<file path="config.mk">
export PLATFORM = sky130hd
export DESIGN_NAME = mcr_bank
export DESIGN_NICKNAME = d
export VERILOG_FILES = /design/src/rtl/mcr_pkg.sv /design/src/rtl/mcr_bank.sv
export SDC_FILE = /design/constraint.sdc
export NUM_CORES = 1
export LEC_CHECK = 0
export CAP_MARGIN = 10
export CORE_MARGIN = 2
export CORE_UTILIZATION = 60
export CTS_CLUSTER_DIAMETER = 200
export DETAILED_ROUTE_END_ITERATION = 8
export DONT_BUFFER_PORTS = 1
export PLACE_DENSITY = 0.74
export SYNTH_ARGS = -nofsm -noshare
export SYNTH_HDL_FRONTEND = slang
export SYNTH_SLANG_ARGS = --single-unit
</file>
<file path="constraint.sdc">
create_clock -name ref_clk -period 2.4 [get_ports ref_clk]
set_input_delay 0.12 -clock ref_clk [delete_from_list [all_inputs] [get_ports ref_clk]]
set_output_delay 0.12 -clock ref_clk [all_outputs]
set_load 0.02 [all_outputs]
</file>
<file path="src/rtl/mcr_pkg.sv">
// constants and types for the modem configuration register bank
// Operation
// - timers tick seconds and 10 ms, factory values
// - test options: bit0 end, bit1 band
// - bits 7:6 pick scrambler and ones detector
// - first firmware release keeps test functions off
// - calling bits 7:5 pick five behaviours
// - guard tone bits 7:6, high band only
// - equaliser bit0 tells crystal frequency
// - bit1 set disables fixed compromise equalisers
// - bit2 enables auto equaliser, always in QAM
// - transmit gain 1.5 dB steps, 111 is 0 dB
// - transmit bits 5:3 give data and stop bits
// - transmit parity bits 7:6: odd, even, none
// - receive gain uses the transmit gain codes
// - receive bits 5:3 give data and parity
// - receive overspeed bits 7:6: 2.3, 1, none
// - standard bits 7:4 hold codes 0 to 9
// - twist bits 2:0 select eight twist levels
// - twist only effective from board state 2
package mcr_pkg;
   localparam int REG_COUNT = 12;
   localparam logic [5:0] OFS_TIMER_SEC = 6'h00;
   localparam logic [5:0] OFS_TIMER_10MS = 6'h04;
   localparam logic [5:0] OFS_RSVD_A = 6'h08;
   localparam logic [5:0] OFS_BIT_ERR_TEST = 6'h0c;
   localparam logic [5:0] OFS_CALLING = 6'h10;
   localparam logic [5:0] OFS_GUARD_TONE = 6'h14;
   localparam logic [5:0] OFS_EQ_XTAL = 6'h18;
   localparam logic [5:0] OFS_TX_FRAMING = 6'h1c;
   localparam logic [5:0] OFS_RX_FRAMING = 6'h20;
   localparam logic [5:0] OFS_STANDARD = 6'h24;
   localparam logic [5:0] OFS_TWIST = 6'h28;
   localparam logic [5:0] OFS_RSVD_B = 6'h2c;
   localparam logic [5:0] OFS_STATUS = 6'h30;
   localparam logic [7:0] RST_VALUES [REG_COUNT] = '{
      8'h1e, 8'h02, 8'h00, 8'hc1, 8'h00, 8'h00,
      8'h01, 8'hb0, 8'h30, 8'h00, 8'h00, 8'h00};
   localparam logic [31:0] RD_UNMAPPED = 32'h0000_0000;
   localparam logic [2:0] GAIN_ZERO_DB = 3'h7;
   localparam logic [3:0] STD_MAX = 4'h9;
   localparam logic [2:0] CALL_MIN_SET = 3'h4;
   localparam logic [1:0] SCR_ON_DET = 2'h3;
   localparam logic [1:0] SCR_ON_NODET = 2'h2;
   localparam logic [1:0] TONE_550 = 2'h3;
   localparam logic [1:0] TONE_1800 = 2'h2;
   localparam logic [1:0] PAR_NONE = 2'h2;
   localparam logic [1:0] OVS_NONE = 2'h2;
   localparam logic [3:0] BOARD_STATE_TWIST = 4'h2;
   localparam logic [3:0] FW_FIRST_RELEASE = 4'h1;
   localparam int TIMER_SEC_MS = 1000;
   localparam int TIMER_TICK_MS = 10;
   localparam int CLK_KHZ = 50000;
   localparam int CYC_PER_TICK = TIMER_TICK_MS * CLK_KHZ;

   typedef struct packed {
      logic testEnable;
      logic testTxEnd;
      logic testHighBand;
      logic scramblerOn;
      logic onesDetectOn;
      logic [2:0] callProfile;
      logic [1:0] guardTone;
      logic xtalAlt;
      logic fixedEqOn;
      logic autoEqOn;
      logic [2:0] txGain;
      logic [1:0] txDataBits;
      logic txTwoStop;
      logic [1:0] txParity;
      logic [2:0] rxGain;
      logic [1:0] rxDataBits;
      logic rxParity;
      logic [1:0] rxOverspeed;
      logic [3:0] standard;
      logic [2:0] twist;
      logic twistOn;
      logic secTick;
      logic tenMsTick;
   } mcr_cfg_t;
endpackage

</file>
<file path="src/rtl/mcr_bank.sv">
// modem configuration register bank with Avalon-MM slave
`timescale 1ns/100ps
module mcr_bank #(
   parameter int TICK_CYCLES = mcr_pkg::CYC_PER_TICK,
   parameter logic [3:0] FW_RELEASE = 4'h1,
   parameter logic [3:0] BOARD_STATE = 4'h2
) (
   input wire logic ref_clk,
   input wire logic sys_rst,
   input wire logic [5:0] avsAddress,
   input wire logic avsRead,
   input wire logic avsWrite,
   input wire logic [31:0] avsWritedata,
   input wire logic [3:0] avsByteenable,
   input wire logic qamActive,
   input wire logic highBand,
   output logic [31:0] avsReaddata,
   output logic avsWaitrequest,
   output mcr_pkg::mcr_cfg_t cfg
);
   import mcr_pkg::*;

   logic [7:0] regs_r [REG_COUNT];
   logic waitReq_r;
   logic [31:0] rdData_r;
   logic [31:0] tickCnt_r;
   logic [6:0] secCnt_r;
   logic secTick_r;
   logic tenMsTick_r;
   mcr_cfg_t cfg_r;
   mcr_cfg_t cfg_nxt;

   wire logic request = (avsRead | avsWrite) & waitReq_r;
   wire logic [3:0] regIdx = avsAddress[5:2];
   wire logic hitBank = (avsAddress[1:0] == 2'h0) && (regIdx < 4'(REG_COUNT));
   wire logic hitStatus = (avsAddress == OFS_STATUS);
   // the write lands at the edge where waitrequest is seen low
   wire logic wrLane0 = avsWrite & ~waitReq_r & avsByteenable[0] & hitBank;
   wire logic [7:0] rdByte = hitBank ? regs_r[regIdx] : 8'h00;
   wire logic [31:0] statusWord = {20'h0, cfg_r.twistOn, cfg_r.testEnable,
      FW_RELEASE, BOARD_STATE, 2'h0};
   wire logic [31:0] rdSel = hitBank ? {24'h0, rdByte} :
      hitStatus ? statusWord : RD_UNMAPPED;

   // one wait cycle, then the request completes
   always_ff @(posedge ref_clk) begin
      if (sys_rst) begin
         waitReq_r <= 1'b1;
         rdData_r <= 32'h0;
      end else begin
         waitReq_r <= ~request;
         rdData_r <= rdSel;
      end
   end
   assign avsWaitrequest = waitReq_r;
   assign avsReaddata = rdData_r;

   // every bit stored, reserved ones too
   genvar gi;
   generate
      for (gi = 0; gi < REG_COUNT; gi++) begin : g_reg
         always_ff @(posedge ref_clk) begin
            if (sys_rst) begin
               regs_r[gi] <= RST_VALUES[gi];
            end else if (wrLane0 && regIdx == 4'(gi)) begin
               regs_r[gi] <= avsWritedata[7:0];
            end
         end
      end
   endgenerate

   // firmware timing base: 10 ms tick and one second tick
   always_ff @(posedge ref_clk) begin
      if (sys_rst) begin
         tickCnt_r <= 32'h0;
         secCnt_r <= 7'h0;
         tenMsTick_r <= 1'b0;
         secTick_r <= 1'b0;
      end else begin
         tenMsTick_r <= (tickCnt_r == 32'(TICK_CYCLES - 1));
         secTick_r <= 1'b0;
         if (tickCnt_r == 32'(TICK_CYCLES - 1)) begin
            tickCnt_r <= 32'h0;
            if (secCnt_r == 7'(TIMER_SEC_MS / TIMER_TICK_MS - 1)) begin
               secCnt_r <= 7'h0;
               secTick_r <= 1'b1;
            end else begin
               secCnt_r <= secCnt_r + 7'h1;
            end
         end else begin
            tickCnt_r <= tickCnt_r + 32'h1;
         end
      end
   end

   wire logic [7:0] rBet = regs_r[3];
   wire logic [7:0] rCall = regs_r[4];
   wire logic [7:0] rTone = regs_r[5];
   wire logic [7:0] rEq = regs_r[6];
   wire logic [7:0] rTx = regs_r[7];
   wire logic [7:0] rRx = regs_r[8];
   wire logic [7:0] rStd = regs_r[9];
   wire logic [7:0] rTw = regs_r[10];
   wire logic testOn = (FW_RELEASE != FW_FIRST_RELEASE);
   wire logic twistOk = (BOARD_STATE >= BOARD_STATE_TWIST);

   always_comb begin
      cfg_nxt = '0;
      cfg_nxt.testEnable = testOn;
      cfg_nxt.testTxEnd = testOn & rBet[0];
      cfg_nxt.testHighBand = testOn & rBet[1];
      cfg_nxt.scramblerOn = testOn && (rBet[7:6] == SCR_ON_DET ||
         rBet[7:6] == SCR_ON_NODET);
      cfg_nxt.onesDetectOn = testOn && (rBet[7:6] == SCR_ON_DET);
      // unlisted codes fall back to the basic profile
      cfg_nxt.callProfile = (rCall[7:5] >= CALL_MIN_SET) ?
         {1'b0, rCall[6:5]} + 3'h1 : 3'h0;
      cfg_nxt.guardTone = highBand && (rTone[7:6] == TONE_550 ||
         rTone[7:6] == TONE_1800) ? rTone[7:6] : 2'h0;
      cfg_nxt.xtalAlt = rEq[0];
      cfg_nxt.fixedEqOn = ~rEq[1];
      cfg_nxt.autoEqOn = rEq[2] | qamActive;
      cfg_nxt.txGain = rTx[2:0];
      cfg_nxt.txDataBits = rTx[5:4];
      cfg_nxt.txTwoStop = rTx[3];
      cfg_nxt.txParity = (rTx[7:6] > PAR_NONE) ? PAR_NONE : rTx[7:6];
      cfg_nxt.rxGain = rRx[2:0];
      cfg_nxt.rxDataBits = rRx[5:4];
      cfg_nxt.rxParity = rRx[3];
      cfg_nxt.rxOverspeed = (rRx[7:6] > OVS_NONE) ? OVS_NONE :
         rRx[7:6];
      cfg_nxt.standard = (rStd[7:4] > STD_MAX) ? STD_MAX : rStd[7:4];
      cfg_nxt.twistOn = twistOk;
      cfg_nxt.twist = twistOk ? rTw[2:0] : 3'h0;
      cfg_nxt.secTick = secTick_r;
      cfg_nxt.tenMsTick = tenMsTick_r;
   end

   always_ff @(posedge ref_clk) begin
      if (sys_rst) begin
         cfg_r <= '0;
      end else begin
         cfg_r <= cfg_nxt;
      end
   end
   assign cfg = cfg_r;

   AST_WAIT_ONE: assert property (@(posedge ref_clk) disable iff (sys_rst)
      (avsRead || avsWrite) && avsWaitrequest |=> !avsWaitrequest)
      else $error("request not answered after one wait cycle");
   AST_WRITE_STORE: assert property (@(posedge ref_clk) disable iff (sys_rst)
      wrLane0 && regIdx == 4'h7 |=> regs_r[7] == $past(avsWritedata[7:0]))
      else $error("written value not stored");
   AST_TEST_OFF: assert property (@(posedge ref_clk) disable iff (sys_rst)
      FW_RELEASE == FW_FIRST_RELEASE |-> !cfg.scramblerOn && !cfg.testTxEnd)
      else $error("test functions active in first release");
   AST_SCRAMBLER: assert property (@(posedge ref_clk) disable iff (sys_rst)
      testOn && rBet[7:6] == 2'h0 |=> !cfg.scramblerOn)
      else $error("scrambler on with code 00");
   AST_AUTOEQ_QAM: assert property (@(posedge ref_clk) disable iff (sys_rst)
      qamActive |=> cfg.autoEqOn)
      else $error("auto equaliser off in qam");
   AST_FIXED_EQ: assert property (@(posedge ref_clk) disable iff (sys_rst)
      1'b1 |=> cfg.fixedEqOn == !$past(rEq[1]))
      else $error("fixed equaliser wrong polarity");
   AST_XTAL: assert property (@(posedge ref_clk) disable iff (sys_rst)
      1'b1 |=> cfg.xtalAlt == $past(rEq[0]))
      else $error("crystal select mismatch");
   AST_TX_GAIN: assert property (@(posedge ref_clk) disable iff (sys_rst)
      1'b1 |=> cfg.txGain == $past(rTx[2:0]) && cfg.rxGain == $past(rRx[2:0]))
      else $error("gain code mismatch");
   AST_STD_RANGE: assert property (@(posedge ref_clk) disable iff (sys_rst)
      cfg.standard <= STD_MAX)
      else $error("standard code out of range");
   AST_TWIST: assert property (@(posedge ref_clk) disable iff (sys_rst)
      !twistOk |-> cfg.twist == 3'h0)
      else $error("twist applied on early board");
   AST_GUARD: assert property (@(posedge ref_clk) disable iff (sys_rst)
      !highBand |=> cfg.guardTone == 2'h0)
      else $error("guard tone outside high band");
   AST_TICK: assert property (@(posedge ref_clk) disable iff (sys_rst)
      cfg.tenMsTick |=> !cfg.tenMsTick)
      else $error("tick longer than one cycle");
   AST_SEC_TICK: assert property (@(posedge ref_clk) disable iff (sys_rst)
      cfg.secTick |-> cfg.tenMsTick)
      else $error("second tick off the ten ms grid");
   AST_WAIT_IDLE: assert property (@(posedge ref_clk) disable iff (sys_rst)
      !avsRead && !avsWrite |=> avsWaitrequest)
      else $error("waitrequest low without a request");
   AST_WRITE_ACK: assert property (@(posedge ref_clk) disable iff (sys_rst)
      wrLane0 |-> !avsWaitrequest)
      else $error("write stored while waitrequest high");
   AST_NO_EARLY_WRITE: assert property (@(posedge ref_clk)
      disable iff (sys_rst)
      avsWrite && avsWaitrequest && hitBank && regIdx == 4'h7
      |=> regs_r[7] == $past(regs_r[7]))
      else $error("write landed before the answer edge");
   AST_RD_UPPER: assert property (@(posedge ref_clk) disable iff (sys_rst)
      !avsWaitrequest |-> avsReaddata[31:12] == 20'h0)
      else $error("upper read data bits not zero");
   AST_ONES_DET: assert property (@(posedge ref_clk) disable iff (sys_rst)
      cfg.onesDetectOn |-> cfg.scramblerOn)
      else $error("ones detector on without scrambler");
   AST_TEST_END: assert property (@(posedge ref_clk) disable iff (sys_rst)
      !cfg.testEnable |-> !cfg.testTxEnd && !cfg.testHighBand)
      else $error("test options active while tests off");
   AST_CALL_RANGE: assert property (@(posedge ref_clk) disable iff (sys_rst)
      cfg.callProfile <= 3'h4)
      else $error("calling profile out of range");
   AST_TONE_CODE: assert property (@(posedge ref_clk) disable iff (sys_rst)
      cfg.guardTone != 2'h1)
      else $error("guard tone code undefined");
   AST_TX_FRAME: assert property (@(posedge ref_clk) disable iff (sys_rst)
      1'b1 |=> cfg.txDataBits == $past(rTx[5:4]) &&
      cfg.txTwoStop == $past(rTx[3]))
      else $error("transmit format mismatch");
   AST_PARITY_CODE: assert property (@(posedge ref_clk) disable iff (sys_rst)
      cfg.txParity != 2'h3)
      else $error("transmit parity code undefined");
   AST_RX_FRAME: assert property (@(posedge ref_clk) disable iff (sys_rst)
      1'b1 |=> cfg.rxDataBits == $past(rRx[5:4]) &&
      cfg.rxParity == $past(rRx[3]))
      else $error("receive format mismatch");
   AST_OVS_CODE: assert property (@(posedge ref_clk) disable iff (sys_rst)
      cfg.rxOverspeed != 2'h3)
      else $error("overspeed code undefined");
   AST_TWIST_PASS: assert property (@(posedge ref_clk) disable iff (sys_rst)
      twistOk |=> cfg.twist == $past(rTw[2:0]))
      else $error("twist level mismatch");

   COV_WRITE: cover property (@(posedge ref_clk) wrLane0);
   COV_READ: cover property (@(posedge ref_clk)
      avsRead && !avsWaitrequest && hitBank);
   COV_UNMAPPED: cover property (@(posedge ref_clk)
      avsRead && !hitBank && !hitStatus);
   COV_QAM: cover property (@(posedge ref_clk) qamActive && !rEq[2]);
endmodule

</file>
==> metrics.csv <==
stage,metric,value,unit
run_status,status,"finished, final reports clean",
placed_design,dp_hpwl,10800,um
synthesis,synth_edf_count,96,
clocking,cts_max_level,4,
placed_design,numPortBuffers,0,
power_and_ir_drop,fin_total_pwr,6.35,mW
clocking,cts_tree,done,
synthesis,synth-seq-area-share,59.6,%
grt,antenna_found_initial,1,
power_and_ir_drop,ir_drop,607,uV
sta,slew_viol_final,0,
sta,hold_viol,0,
sta,setup-violations-final,0,
critical_path,cp.required,2.77,ns
power_and_ir_drop,p_leak,3.14,nW
clocking,cts_buffers,17,
clocking,clk_latency,0.44,ns
clocking,clkTransAtPathRegs,0.07,ns
critical_path,worstPathArrival,2.63,ns
floorplanning,core,0.0126,mm2
routing,drt_wl_total,16500,um
critical_path,r2r_start,tickCnt_r[6],
routing,drc,0,
floorplanning,io-pin-count,120,
clocking,ctsHoldBuffers,18,
sta,fin_crit,2.26,ns
synthesis,async_flop_share,0,%
layout,area_delta_synth_final,12.2,%
sta,fin_tns_setup,0,ns
layout,antennaDiodeCount,0,
layout,nNetsFinal,717,
clocking,cts_setup_buffers,0,
sta,tightest_slew,0.579,ns
synthesis,yosys_warnings,0,
critical_path,cp-start-kind,flop,
synthesis,synthFlopType,edfxtp_1,
sta,timing.hold.ws,0.0486,ns
floorplanning,dieArea,0.0137,mm2
floorplanning,die_h,117,um
synthesis,syn_area,0.00769,mm2
power_and_ir_drop,power_density,736,mW/mm2
clocking,cts_buffer_depth,2,
synthesis,avgSynthCellArea,12.1,um2
floorplanning,die_x,117,um
placed_design,dp_cells,801,
critical_path,critPathMaxFanout,13,
routing,via_per_inst,5.79,
job,cap_viol_max_count,0,
layout,finalNonFillerCells,851,
routing,wl_per_cell,19.4,um
grt,grt_max_degree,39,
routing,drt_iter0_drc,471,
layout,layout_common_cells,"edfxtp_1 (96), and2_1 (85), dfxtp_1 (85)",
grt,overflow,0,
worst_hold_path,min-delay-start,avsAddress[2],
sta,rsz0062_at_grt,false,
critical_path,cp-end-kind,flop,
routing,detail-route-antenna-nets,0,
floorplanning,start_util,61.2,%
sta,period_share,94.3,%
clocking,cts.sinks,181,
synthesis,ys_seq_elements,181,
sta,max_freq,442,MHz
clocking,cts_root_buffer,clkbuf_16,
grt,grt_util_all_layers,25.8,%
critical_path,critPathKind,flop to flop,
sta,finClkSkew,0.0116,ns
synthesis,synth.distinct_cells,41,
sta,slew_headroom,61.3,%
grt,grt_pass1_vias,4748,
layout,final_common_cell,edfxtp_1,
grt,grt_pass1_wl,25700,um
layout,drive_gt1_share,12.8,%
worst_hold_path,hp-class,input port to flop,
floorplanning,fp-row-count,41,
critical_path,crit_start,tickCnt_r[6],
routing,drt-pass1-iter-count,5,
synthesis,synth_cells,635,
clocking,cts_resized,0,
placed_design,gp_congestion,0.835,
routing,via_count,4931,
==> area by class of cell <==
type / count / area (um2)
flip-flops and latches: 181 / 4580
clock inverters: 12 / 100
fillers: 934 / 3940
clock buffers: 20 / 457
multi-input cells: 415 / 2850
inverters: 7 / 26.3
well taps: 172 / 215
repair buffers: 44 / 398
==> synth_stat cells, types with 2 or more instances <==
library cell | n | area [um2]
mux2i_1 | 9 | 90.1
nand2_1 | 15 | 56.3
buf_1 | 4 | 15.0
or4_1 | 5 | 37.5
nor3b_1 | 5 | 37.5
xor2_1 | 21 | 184
mux4_2 | 24 | 541
nor4_1 | 7 | 43.8
dfxtp_1 | 85 | 1700
and3_1 | 8 | 50.1
and4_1 | 2 | 17.5
ha_1 | 3 | 37.5
a21oi_1 | 14 | 70.1
nor2_1 | 71 | 267
nand3b_1 | 2 | 15.0
nor2b_1 | 21 | 131
mux2_2 | 2 | 22.5
o31ai_1 | 4 | 30.0
or3_1 | 17 | 106
buf_2 | 5 | 25.0
xnor2_1 | 8 | 70.1
buf_4 | 28 | 210
nand4_1 | 14 | 87.6
nand2b_1 | 4 | 25.0
clkbuf_1 | 22 | 82.6
o21ai_0 | 17 | 85.1
nor4b_1 | 2 | 17.5
and2_1 | 85 | 532
inv_1 | 7 | 26.3
nor3_1 | 3 | 15.0
edfxtp_1 | 96 | 2880
nand3_1 | 16 | 80.1
==> path summary, 6_finish.rpt <==
| check | endpoint | slack (ns) | cells after the start |
|---|---|---|---|
| max | secCnt_r[4] | 0.14 | 5 |
| min | avsReaddata[4] | 0.05 | 3 |
| max reg2reg | secCnt_r[4] | 0.14 | 5 |
| min reg2reg | cfg[0] | 0.43 | 1 |
==> sequential cells by signal (all words and copies together) (netlist names) <==
| register | cells |
|---|---|
| regs_r | 96 |
| cfg | 34 |
| tickCnt_r | 32 |
| avsReaddata | 9 |
| secCnt_r | 7 |
| avsWaitrequest | 1 |
| secTick_r | 1 |
| tenMsTick_r | 1 |
==> critical path: stages, from the launching register on <==
cell and delay, ns:
dfxtp_1 0.35, or4_4 0.56, nor4_4 0.23, nand4_2 0.31, or4_1 0.59, a21oi_1 0.15
==> cell families (layout without fill, tap and decap cells) <==
logic type / Yosys count / after routing / share of synthesized area (%)
and+or+nand+nor: 283 / 283 / 20.8
DFF: 181 / 181 / 59.6
buffers and inverters: 66 / 83 / 4.67
AOI/OAI and AO/OA: 37 / 37 / 2.60
muxes: 35 / 35 / 8.49
xor gates and xnor gates: 29 / 29 / 3.30
adders and majority gates: 3 / 3 / 0.488
other: 1 / 28 / 0.0488
==> routing by layer <==
layer | vias to the layer above | GRT usage [%] | share of wire (%)
met1 | 2420 | 35.5 | 41
met3 | 35 | 6.85 | 7.7
met4 | 2 | 10.4 | 2.2
met2 | 217 | 39.5 | 49
li1 | 2257 | - | -
met5 | - | 0 | 0.079
==> power breakdown <==
group | switching, mW | total (mW) | internal (mW) | leakage, nW
logic | 0.191 | 0.323 | 0.132 | 1.22
registers | 0.0652 | 3.39 | 3.33 | 1.63
clock network | 1.15 | 2.63 | 1.48 | 0.280
total | 1.41 | 6.35 | 4.94 | 3.14
==> metrics by stage <==
step                      utilization (%)  instance area, um2  worst slack, ns
final                                68.6                8630            0.137
after global routing                 68.6                8630           0.0249
after CTS                            68.6                8630            0.132
after detailed placement             62.7                7880            0.167
after global placement               62.7                7880            0.266
after floorplan                         -                7790            0.161
Note: power is estimated with default switching activity, not from simulation.
